File: src/hdl/alarm_flags_pkg.sv
// package for the alarm condition flag bank
// assumes one 40 MHz clock domain and byte-wide register access
package alarm_flags_pkg;

   // ----------------------------------------
   // register map and field positions
   // ----------------------------------------
   localparam logic [7:0] ALARM_CONDITION_FLAGS_ADDR = 8'hC1;  // status register offset (low byte)
   localparam logic [7:0] PER_LANE_FAULT_ADDR = 8'hC3;         // per-lane fault register offset
   localparam logic [7:0] ALARM_MASK_ADDR = 8'hC2;             // mask register offset
   localparam int LANE_BUFFER_FAULT_BIT = 5;                   // lane buffer overflow/underflow
   localparam int SERIALIZER_PLL_UNLOCK_BIT = 4;               // serializer pll unlock
   localparam int LINK_STATE_FAULT_BIT = 3;                    // link state fault
   localparam logic [7:0] FLAGS_RESET = 8'h38;                 // all kept flags set after reset
   localparam logic [7:0] MASK_RESET = 8'h3F;                  // all alarms masked after reset
   localparam logic [7:0] FLAGS_USED = 8'h38;                  // bits implemented in this block
   localparam int LANES_DEFAULT = 8;                           // number of serial lanes

   // ----------------------------------------
   // carriers
   // ----------------------------------------
   // register port request
   typedef struct packed
   {
      logic wr;
      logic rd;
      logic [7:0] addr;
      logic [7:0] wdata;
   } reg_req_t;

   // link encoding mode
   typedef enum logic
   {
      ENC_8B10B,
      ENC_64B66B
   } link_enc_t;

endpackage

File: src/hdl/flag_cell.sv
// one sticky flag with write-one-to-clear
// assumes set and clear arrive synchronous to clk
`timescale 1ns/1ps
`default_nettype none
module flag_cell
#(
   parameter logic RESET_VALUE = 1'b1
)
(
   input wire logic clk,
   input wire logic rst_n,
   input wire logic en,
   input wire logic set,
   input wire logic clr,
   output logic flag_q
);

   logic flag_d; // next flag value

   // set beats clear, zero written leaves it alone
   always_comb
   begin
      flag_d = flag_q;
      if (clr)
      begin
         flag_d = 1'b0;
      end
      if (set)
      begin
         flag_d = 1'b1;
      end
   end

   // flag register, frozen while en low
   always_ff @(posedge clk or negedge rst_n)
   begin
      if (!rst_n)
      begin
         flag_q <= RESET_VALUE;
      end
      else if (en)
      begin
         flag_q <= flag_d;
      end
   end

endmodule
`default_nettype wire

File: src/hdl/serdes_alarm_status_flags.sv
// alarm condition flag bank for the serial link
// What this block does
// RQ1: lane overflow or underflow sets bit five
// RQ2: flags stay until written one to clear
// RQ3: per-lane register records which lane faulted
// RQ4: pll unlock sets bit four, reset one
// RQ5: 8b10b link enabled not in data sets
// RQ6: 64b66b startup or realignment sets link flag
// RQ7: all flags one after power or soft reset
// RQ8: aggregate alarm high for unmasked set flags
// RQ9: flags undefined while link disabled; clear after (not done here, left to software)
// RQ10: zero write keeps; persisting condition sets again
// assumes register accesses are one-cycle strobes on clk
`timescale 1ns/1ps
`default_nettype none
module serdes_alarm_status_flags
#(
   parameter int LANES = alarm_flags_pkg::LANES_DEFAULT
)
(
   input wire logic clk,
   input wire logic nrst,
   input wire logic clk_en,
   input wire logic soft_reset,
   input wire alarm_flags_pkg::reg_req_t req,
   output logic [7:0] rdata_q,
   output logic rvalid_q,
   input wire logic [LANES-1:0] lane_active,
   input wire logic [LANES-1:0] lane_overflow,
   input wire logic [LANES-1:0] lane_underflow,
   input wire logic pll_locked,
   input wire logic serial_link_enable,
   input wire alarm_flags_pkg::link_enc_t enc_mode,
   input wire logic user_data_state,
   input wire logic realign_event,
   output logic alarm_q
);

   // ----------------------------------------
   // reset release
   // ----------------------------------------
   logic [1:0] rst_sync_q; // two-stage release of nrst
   logic rst_n;            // synchronised reset

   // release reset through two flops
   always_ff @(posedge clk or negedge nrst)
   begin
      if (!nrst)
      begin
         rst_sync_q <= 2'h0;
      end
      else
      begin
         rst_sync_q <= {rst_sync_q[0], 1'b1};
      end
   end
   // only the second stage feeds the rest of the block
   assign rst_n = rst_sync_q[1];

   // ----------------------------------------
   // helper functions
   // ----------------------------------------
   // true when a strobe addresses the given register
   function automatic logic reg_hit
   (
      input logic strobe,
      input logic [7:0] addr,
      input logic [7:0] target
   );
      return strobe && (addr == target);
   endfunction

   // ----------------------------------------
   // register decode
   // ----------------------------------------
   logic wr_flags;  // write to status register
   logic wr_lane;   // write to per-lane register
   logic wr_mask;   // write to mask register
   logic [7:0] flags;          // current flag values
   logic [LANES-1:0] lane_q;   // per-lane sticky faults
   logic [LANES-1:0] lane_d;
   logic [7:0] mask_q;         // alarm mask
   logic [7:0] mask_d;
   logic link_en_q;            // link enable seen last cycle
   logic link_en_d;
   logic [LANES-1:0] lane_fault; // lanes faulting now
   logic [2:0] set_vec;        // set requests for bits 5..3
   logic [7:0] rdata_d;
   logic rvalid_d;
   logic alarm_d;

   // write strobes, one per register
   assign wr_flags = reg_hit(req.wr, req.addr, alarm_flags_pkg::ALARM_CONDITION_FLAGS_ADDR);
   assign wr_lane = reg_hit(req.wr, req.addr, alarm_flags_pkg::PER_LANE_FAULT_ADDR);
   assign wr_mask = reg_hit(req.wr, req.addr, alarm_flags_pkg::ALARM_MASK_ADDR);

   // ----------------------------------------
   // set conditions
   // ----------------------------------------
   // decode the three alarm conditions each cycle
   always_comb
   begin
      // RQ1: active lane fault
      lane_fault = lane_active & (lane_overflow | lane_underflow);
      set_vec[2] = |lane_fault;
      // RQ4: pll not locked
      set_vec[1] = !pll_locked;
      // RQ5: link fault per mode
      if (enc_mode == alarm_flags_pkg::ENC_8B10B)
      begin
         set_vec[0] = serial_link_enable && !user_data_state;
      end
      else
      begin
         // RQ6: startup edge or realignment
         set_vec[0] = serial_link_enable && (!link_en_q || realign_event);
      end
   end

   // ----------------------------------------
   // sticky flags
   // ----------------------------------------
   // RQ2: write one clears each flag
   // RQ7: reset value one
   // RQ10: set wins over clear
   // bit five: lane buffer fault
   flag_cell
   #(
      .RESET_VALUE(alarm_flags_pkg::FLAGS_RESET[alarm_flags_pkg::LANE_BUFFER_FAULT_BIT])
   )
   u_lane_buffer_fault_flag
   (
      .clk(clk),
      .rst_n(rst_n && !soft_reset),
      .en(clk_en),
      .set(set_vec[2]),
      .clr(wr_flags && req.wdata[alarm_flags_pkg::LANE_BUFFER_FAULT_BIT]),
      .flag_q(flags[alarm_flags_pkg::LANE_BUFFER_FAULT_BIT])
   );
   // bit four: serializer pll unlock
   flag_cell
   #(
      .RESET_VALUE(alarm_flags_pkg::FLAGS_RESET[alarm_flags_pkg::SERIALIZER_PLL_UNLOCK_BIT])
   )
   u_serializer_pll_unlock_flag
   (
      .clk(clk),
      .rst_n(rst_n && !soft_reset),
      .en(clk_en),
      .set(set_vec[1]),
      .clr(wr_flags && req.wdata[alarm_flags_pkg::SERIALIZER_PLL_UNLOCK_BIT]),
      .flag_q(flags[alarm_flags_pkg::SERIALIZER_PLL_UNLOCK_BIT])
   );
   // bit three: link state fault
   flag_cell
   #(
      .RESET_VALUE(alarm_flags_pkg::FLAGS_RESET[alarm_flags_pkg::LINK_STATE_FAULT_BIT])
   )
   u_link_state_fault_flag
   (
      .clk(clk),
      .rst_n(rst_n && !soft_reset),
      .en(clk_en),
      .set(set_vec[0]),
      .clr(wr_flags && req.wdata[alarm_flags_pkg::LINK_STATE_FAULT_BIT]),
      .flag_q(flags[alarm_flags_pkg::LINK_STATE_FAULT_BIT])
   );
   // unimplemented bits read zero
   assign flags[7:6] = 2'h0;
   assign flags[2:0] = 3'h0;

   // ----------------------------------------
   // per-lane record, mask, read, alarm
   // ----------------------------------------
   // next values for lane record, mask, read port and alarm
   always_comb
   begin
      // RQ3: record faulting lanes, w1c
      lane_d = lane_q;
      if (wr_lane)
      begin
         lane_d = lane_d & ~req.wdata[LANES-1:0];
      end
      lane_d = lane_d | lane_fault;
      mask_d = wr_mask ? req.wdata : mask_q;
      // RQ7: soft reset reloads record and mask
      if (soft_reset)
      begin
         lane_d = '1;
         mask_d = alarm_flags_pkg::MASK_RESET;
      end
      // RQ6: remember enable for startup edge
      link_en_d = serial_link_enable;
      rvalid_d = req.rd;
      rdata_d = rdata_q;
      // read mux, answered on the next edge
      if (req.rd)
      begin
         unique case (req.addr)
            alarm_flags_pkg::ALARM_CONDITION_FLAGS_ADDR: rdata_d = flags;
            alarm_flags_pkg::PER_LANE_FAULT_ADDR: rdata_d = 8'(lane_q);
            alarm_flags_pkg::ALARM_MASK_ADDR: rdata_d = mask_q;
            default: rdata_d = 8'h00;
         endcase
      end
      // RQ8: unmasked flag raises alarm, one cycle behind
      alarm_d = |(flags & ~mask_q & alarm_flags_pkg::FLAGS_USED);
   end

   // register state only; RQ9 left to software after enable
   always_ff @(posedge clk or negedge rst_n)
   begin
      // hardware reset defaults
      if (!rst_n)
      begin
         lane_q <= '1;
         mask_q <= alarm_flags_pkg::MASK_RESET;
         link_en_q <= 1'b0;
         rdata_q <= 8'h00;
         rvalid_q <= 1'b0;
         alarm_q <= 1'b0;
      end
      // advance only while clock enable high
      else if (clk_en)
      begin
         lane_q <= lane_d;
         mask_q <= mask_d;
         link_en_q <= link_en_d;
         rdata_q <= rdata_d;
         rvalid_q <= rvalid_d;
         alarm_q <= alarm_d;
      end
   end

endmodule
`default_nettype wire

File: config.mk
export PLATFORM = sky130hd
export DESIGN_NAME = serdes_alarm_status_flags
export DESIGN_NICKNAME = d
export VERILOG_FILES = /design/src/hdl/alarm_flags_pkg.sv /design/src/hdl/flag_cell.sv /design/src/hdl/serdes_alarm_status_flags.sv
export SDC_FILE = /design/constraint.sdc
export NUM_CORES = 1
export LEC_CHECK = 0
export BUFFER_PORTS_ARGS = -buffer_cell sky130_fd_sc_hd__buf_2
export CORE_ASPECT_RATIO = 1.25
export CORE_MARGIN = 4
export CORE_UTILIZATION = 50
export CTS_BUF_LIST = sky130_fd_sc_hd__clkbuf_8
export CTS_CLUSTER_SIZE = 24
export DETAILED_ROUTE_END_ITERATION = 12
export GPL_ROUTABILITY_DRIVEN = 0
export PLACE_DENSITY = 0.81
export SLEW_MARGIN = 20
export SYNTH_ARGS = -nofsm -noshare
export SYNTH_HDL_FRONTEND = slang
export SYNTH_SLANG_ARGS = --single-unit
File: constraint.sdc
create_clock -name clk -period 3.05 [get_ports clk]
set_clock_uncertainty 0.15 [all_clocks]
set_input_delay 0.4575 -clock clk [delete_from_list [all_inputs] [get_ports clk]]
set_output_delay 0.4575 -clock clk [all_outputs]
set_load 0.03 [all_outputs]
==> results of run 1 <==
-- cells in the final DEF (no fill, tap or decap), drive strengths merged --
master       count
buf             61
conb             1
nor4             3
nand4b           2
a21oi            1
a222oi           1
a31o             1
nand2b           7
o21a             2
nand4bb          1
o22a             6
a22o             7
mux2i            5
dfrtp           15
nand4            4
a21bo            1
nand2           24
clkbuf           5
or4              1
a21boi           1
bufinv           1
and2b            1
mux2             3
nor2b            2
nor3             1
nand3b           1
nor2             1
o21ai           26
inv             17
o22ai            2
clkinv           1
dlygate4sd3      1
dfstp           17
-- sequential cells by signal (all words and copies together) (netlist names) --
register and cells:
u_link_state_fault_flag.flag_q 1, u_lane_buffer_fault_flag.flag_q 1, rvalid_q 1, mask_q 8
alarm_q 1, u_serializer_pll_unlock_flag.flag_q 1, rst_sync_q 2, lane_q 8
rdata_q 8, link_en_q 1
-- logic make-up (layout without fill, tap and decap cells) --
family / Yosys count / in the layout / synth area share, %
AOI/OAI and AO/OA: 48 / 48 / 21.2
buffers and inverters: 22 / 86 / 5.88
DFF: 32 / 32 / 50.8
muxes: 8 / 8 / 5.18
other: 1 / 1 / 0.232
and+or+nand+nor: 48 / 48 / 16.7
-- worst register-to-register path: cells and delay by family, from the launching register on --
family	cells	cell delay, ps
flip-flops	1	550
AO/OA/AOI/OAI	2	420
buffers and inverters	1	40
-- final timing paths --
path / from / end / slack, ps / cells after the start
max in group asynchronous: rst_sync_q[1]$_DFF_PN0_ / u_lane_buffer_fault_flag.flag_q$_DFFE_PN1P_ / 1900 / 1
worst min-delay path: rst_sync_q[1]$_DFF_PN0_ / rdata_q[2]$_DFFE_PN0P_ / 110 / 0
worst min register to register: rst_sync_q[1]$_DFF_PN0_ / rdata_q[2]$_DFFE_PN0P_ / 110 / 0
min in group clk: rst_sync_q[0]$_DFF_PN0_ / rst_sync_q[1]$_DFF_PN0_ / 200 / 0
worst max register to register: mask_q[5]$_DFFE_PN1P_ / alarm_q$_DFFE_PN0P_ / 1760 / 3
worst max-delay path: clk_en / u_link_state_fault_flag.flag_q$_DFFE_PN1P_ / 1370 / 5
-- power by group --
| part | leakage [nW] | internal, mW | switching (mW) |
|---|---|---|---|
| logic | 0.579 | 0.0455 | 0.0548 |
| clock network | 0.0593 | 0.239 | 0.154 |
| registers | 0.378 | 0.432 | 0.00598 |
-- repair_timing --
item	CTS	global route
endpoints found under the hold margin	2	0
resized for setup	0	0
hold buffers	1	0
setup endpoints to repair	0	0
-- metal layers --
metal	part of all wire (%)	vias up	track usage, %
met5	0	-	0
met4	1.7	0	7.56
met3	8.6	7	5.23
met2	46	55	30.1
met1	43	627	24.7
li1	-	685	-
-- through the flow --
step	power (mW)	setup slack, ps	instance area, sq um
CTS	0.939	1390	2050
finish	0.931	1370	2050
global route	0.976	1150	2050
global placement	0.543	1070	1940
floorplan	0.495	1360	1620
detailed placement	0.545	1090	1940
-- final cells by class --
| cell class | count | area [sq um] |
|---|---|---|
| tap | 36 | 45.0 |
| sequential | 32 | 822 |
| multi-input combinational | 105 | 701 |
| inverter | 16 | 60.1 |
| timing repair buffer | 62 | 318 |
| clock inverter | 3 | 38.8 |
| fill | 268 | 975 |
| clock buffer | 5 | 68.8 |
==> run metrics, run 1 <==
CP Launch Type input port; Avg Synthesized Cell Area 10.2 sq um; vias after detailed routing 1374; global-route wire length before repair 6090 um; Peak VDD IR 0.000444 V; Seq/Total Area, Yosys 50.8%; area leader, netlist dfstp_2; WHS 110 ps; # Post-CTS Setup Buffers 0; die height 71.6 um; measured slew at the worst slew-check pin 623 ps; largest net degree at the start of global routing 23; CP max FO 22; Final Cycle Share 55.1%; Post-synth top cells nand2_1, o21ai_0, dfstp_2; top cells by area, synth dfstp_2, dfrtp_1, o21ai_0; die width 58.9 um; IO Port Bufs 60; Data arrival, critical path 1740 ps; Cells after Synth 159; WL final 3710 um; Most used DFF post-synth dfstp_2; Setup Crit Path Kind input port to flop; fmax 595 MHz; slew margin rel. 58.5%; total global-route track usage 19.1%; Yosys reg bits 32; critical path's slowest cell nor4_1; Clock Latency Late Sink 290 ps; Final setup viols 0; P per Cell Area 454 nW/um^2; root buf cell clkbuf_8; I/O pins 61; Iter 0 DRT Violations 60; Post-Route Utilization 67.8%; nets@finish 273; Mapped Nets 210; Layout Area Growth over Synthesis 26.9%; Slew Viols, Final 0; CTS clock-pin slew for the worst setup and hold paths 70 ps; Setup crit end kind flop; Max Cap Violations 0; setup TNS 0 ps; wire per inst 14.3 um; Synth top area share 27.6%; post-synthesis cell type count 34; critical path's largest stage delay 430 ps; Antenna Cells 0; most common cell in the netlist nand2_1; DRC viols 0; Critical path buffers and inverters 1; Max Buffers Root-to-Sink 2; core box area 3030 sq um; initial antenna violation count 0; grt ovf 0; crit-path leading delay family simple AND/OR/NAND/NOR gates; Warnings, synthesis 0; router iterations before antenna repair 4; H-tree Lvls 2; asr flop ratio synth 100%; Tightest Hold Check Type flop to asynchronous set/reset pin; Die Area 4220 sq um; Synth Cell Area 1620 sq um; Initial Util 53.4%; Critical Path RT 3110 ps; vias in the first global route 1325; Non-Filler Instances 259; cell row count 22; CTS tree built; leak pwr 1.02 nW; CTS Buf Count 5; share of cells above drive strength 1 44.8%; Routed Antenna Nets 0; TritonCTS Sinks 32; Critical Path, Cell by Cell buf_2 -> nand4b_1 -> nor4_1 -> a21boi_0 -> a31o_2; EDFF count, synth 0; vias per std cell 5.31; hold violation total from the final report 0; dpl cells 250; status finished, final reports clean; RSZ-0062 raised after global routing false; Period minus WS final 1680 ps; DP HPWL 2800 um
Power figures use the tool's default switching activity.
==> run 2: changes to the inputs <==
- clock period: 3.05 -> 1.6 ns (I/O delays scaled with it)
==> run 2 against run 1 <==
Net effect:
- non-clock buffer count up 9
- routed wire length down 0.13%
- sequential share of layout area down 1.0 points
- power is 79% higher
- highest routed layer unchanged
- largest power group unchanged
- critical path type unchanged
- combinational power increased by 110%
==> run metrics, run 2 (synthesized netlist as in run 1, its figures left out) <==
hold buffers post-CTS 1 (unchanged); vias after detailed routing 1436 (was 1374); most frequent cells in the layout buf_2, nand2_1, o21ai_0, dfstp_2, inv_1 (was buf_2, nand2_1, o21ai_0, inv_1, dfstp_2); hold violation total from the final report 0 (unchanged); area occupied by multi-input gates 701 sq um (unchanged); Comb power frac 12.5% (was 10.8%); Antenna Cells 0 (unchanged); RSZ-0062 raised after global routing false (unchanged); H-tree Lvls 2 (unchanged); root buf cell clkbuf_8 (unchanged); WL final 3710 um (about the same); Switching Fraction 24.3% (was 23.1%); Critical Path RT 1660 ps (was 3110 ps); Critical Path, Cell by Cell buf_2 -> nand4bb_4 -> or4_4 -> o21ai_2 -> nand2_1 (was buf_2 -> nand4b_1 -> nor4_1 -> a21boi_0 -> a31o_2); router iterations before antenna repair 4 (unchanged); reg2reg path depth 3 (unchanged); wire per inst 13.8 um (was 14.3 um); Setup crit end kind flop (unchanged); WHS Endpoint link_en_q$_DFFE_PN0P_; Reg2Reg Setup Slack 300 ps (was 1760 ps); total global-route track usage 19.3% (was 19.1%); Max Buffers Root-to-Sink 2 (unchanged); status finished, final reports clean (unchanged); P per Cell Area 791 nW/um^2 (was 454 nW/um^2); Die Area 4220 sq um (unchanged); IO Port Bufs 60 (unchanged); largest net degree at the start of global routing 20 (was 23); global-route wire length before repair 6270 um (was 6090 um); hold_sp serial_link_enable; hold path depth 3; CP max FO 8 (was 22); Critical path buffers and inverters 1 (unchanged); Tightest Hold Check Type input port to flop (was flop to asynchronous set/reset pin); Power Internal 1.26 mW (was 716 uW); leak pwr 1.05 nW (was 1.02 nW); Switch Pwr 404 uW (was 215 uW); nets@finish 282 (was 273); Initial Util 53.4% (unchanged); Clk pwr share 37.7% (was 42.2%); core box area 3030 sq um (unchanged); Max Cap Violations 0 (unchanged); die height 71.6 um (unchanged); Period minus WS final 1340 ps; Final setup viols 0 (unchanged); CP Launch Type input port (unchanged); Iter 0 DRT Violations 42 (was 60); Slew Viols, Final 0 (unchanged); Clock Latency Late Sink 280 ps (was 290 ps); WL met2 1820 um (was 1720 um); Peak VDD IR 0.000570 V (was 0.000444 V); fmax 745 MHz; vias in the first global route 1421 (was 1325); CTS Buf Count 5 (unchanged); I/O pins 61 (unchanged); TritonCTS Sinks 32 (unchanged); critical path's largest stage delay 600 ps (was 430 ps); top sig layer met4 (unchanged); share of cells above drive strength 1 47.4% (was 44.8%); critical path's slowest cell or4_4 (was nor4_1); fin worst setup slack 257 ps (was 1370 ps); cell row count 22 (unchanged); most common cell after layout, fill and taps aside buf_2 (unchanged); # Post-CTS Setup Buffers 0 (unchanged); die width 58.9 um (unchanged); Data arrival, critical path 1400 ps (was 1740 ps); initial antenna violation count 0 (unchanged); wl on met1 1500 um (was 1610 um); crit-path leading delay family simple AND/OR/NAND/NOR gates (unchanged); DRC viols 0 (unchanged); CTS clock-pin slew for the worst setup and hold paths 60 ps (was 70 ps); Filler cells 266 (was 268); DP HPWL 2960 um (was 2800 um); CTS tree built (unchanged); worst r2r src mask_q[5]$_DFFE_PN1P_ (unchanged); DR WL met3 339 um (was 319 um); setup TNS 0 ps (unchanged); Resize count post-CTS 0 (unchanged); Sequential Area 822 sq um (unchanged); Setup Crit Path Kind input port to flop (unchanged); grt ovf 0 (unchanged); vias per std cell 5.36 (was 5.31); pre-CTS WS -27.9 ps (was 1090 ps); Flop pwr share 49.7% (was 47.0%); Routed Antenna Nets 0 (unchanged); Final Cycle Share 83.9%; RR Endpoint alarm_q$_DFFE_PN0P_ (unchanged); Layout Area Growth over Synthesis 30.2% (was 26.9%); Top Registers lane_q: 8 flops, mask_q: 8 flops, rdata_q: 8 flops (unchanged)
-- run 2: worst max path at each step --
stage | startpoint | end | depth (start not counted)
floorplan | req[12] | lane_q[6]$_DFFE_PN1P_ | 5
global placement | req[12] | lane_q[7]$_DFFE_PN1P_ | 5
detailed placement | req[12] | lane_q[0]$_DFFE_PN1P_ | 5
CTS | req[12] | lane_q[0]$_DFFE_PN1P_ | 5
global route | mask_q[5]$_DFFE_PN1P_ | alarm_q$_DFFE_PN0P_ | 3
finish | req[12] | lane_q[0]$_DFFE_PN1P_ | 5
-- run 2: power by group through the flow --
stage          clock network, mW  logic [mW]  registers (mW)
4_1_cts                    0.642       0.211           0.829
3_5_place_dp                   0       0.209           0.842
6_report                   0.629       0.209           0.829
2_1_floorplan                  0      0.0820           0.862
5_1_grt                    0.687       0.236           0.829
3_3_place_gp                   0       0.206           0.842
-- run 2: cell type report --
type | instances | share of cell area [%]
Clock buffer | 6 | 3.92
Multi-Input combinational cell | 105 | 33.3
Clock inverter | 2 | 0.475
Inverter | 16 | 2.85
Tap cell | 36 | 2.14
Sequential cell | 32 | 39.0
Timing Repair Buffer | 71 | 18.3
-- run 2: worst reg2reg max path, cell delays in order (launching register included) --
cell and delay (ps):
dfstp_2 550, inv_1 40, a222oi_1 310, a21oi_1 120
-- run 2: layer usage --
layer | track usage [%] | up-vias
met3 | 6.85 | 7
met2 | 30.5 | 62
met4 | 6.55 | 0
met1 | 24.5 | 664
li1 | - | 703
met5 | 0 | -
-- run 2: per-stage QoR --
step	area (sq um)	utilization [%]	power (mW)	hold WS, ps	cells
global placement	2000	66.2	1.05	-123	259
floorplan	1620	-	0.944	-206	159
CTS	2110	69.5	1.68	26.6	268
detailed placement	2000	66.2	1.05	-122	259
finish	2110	69.5	1.67	33.1	268
global route	2110	69.5	1.75	52.6	268
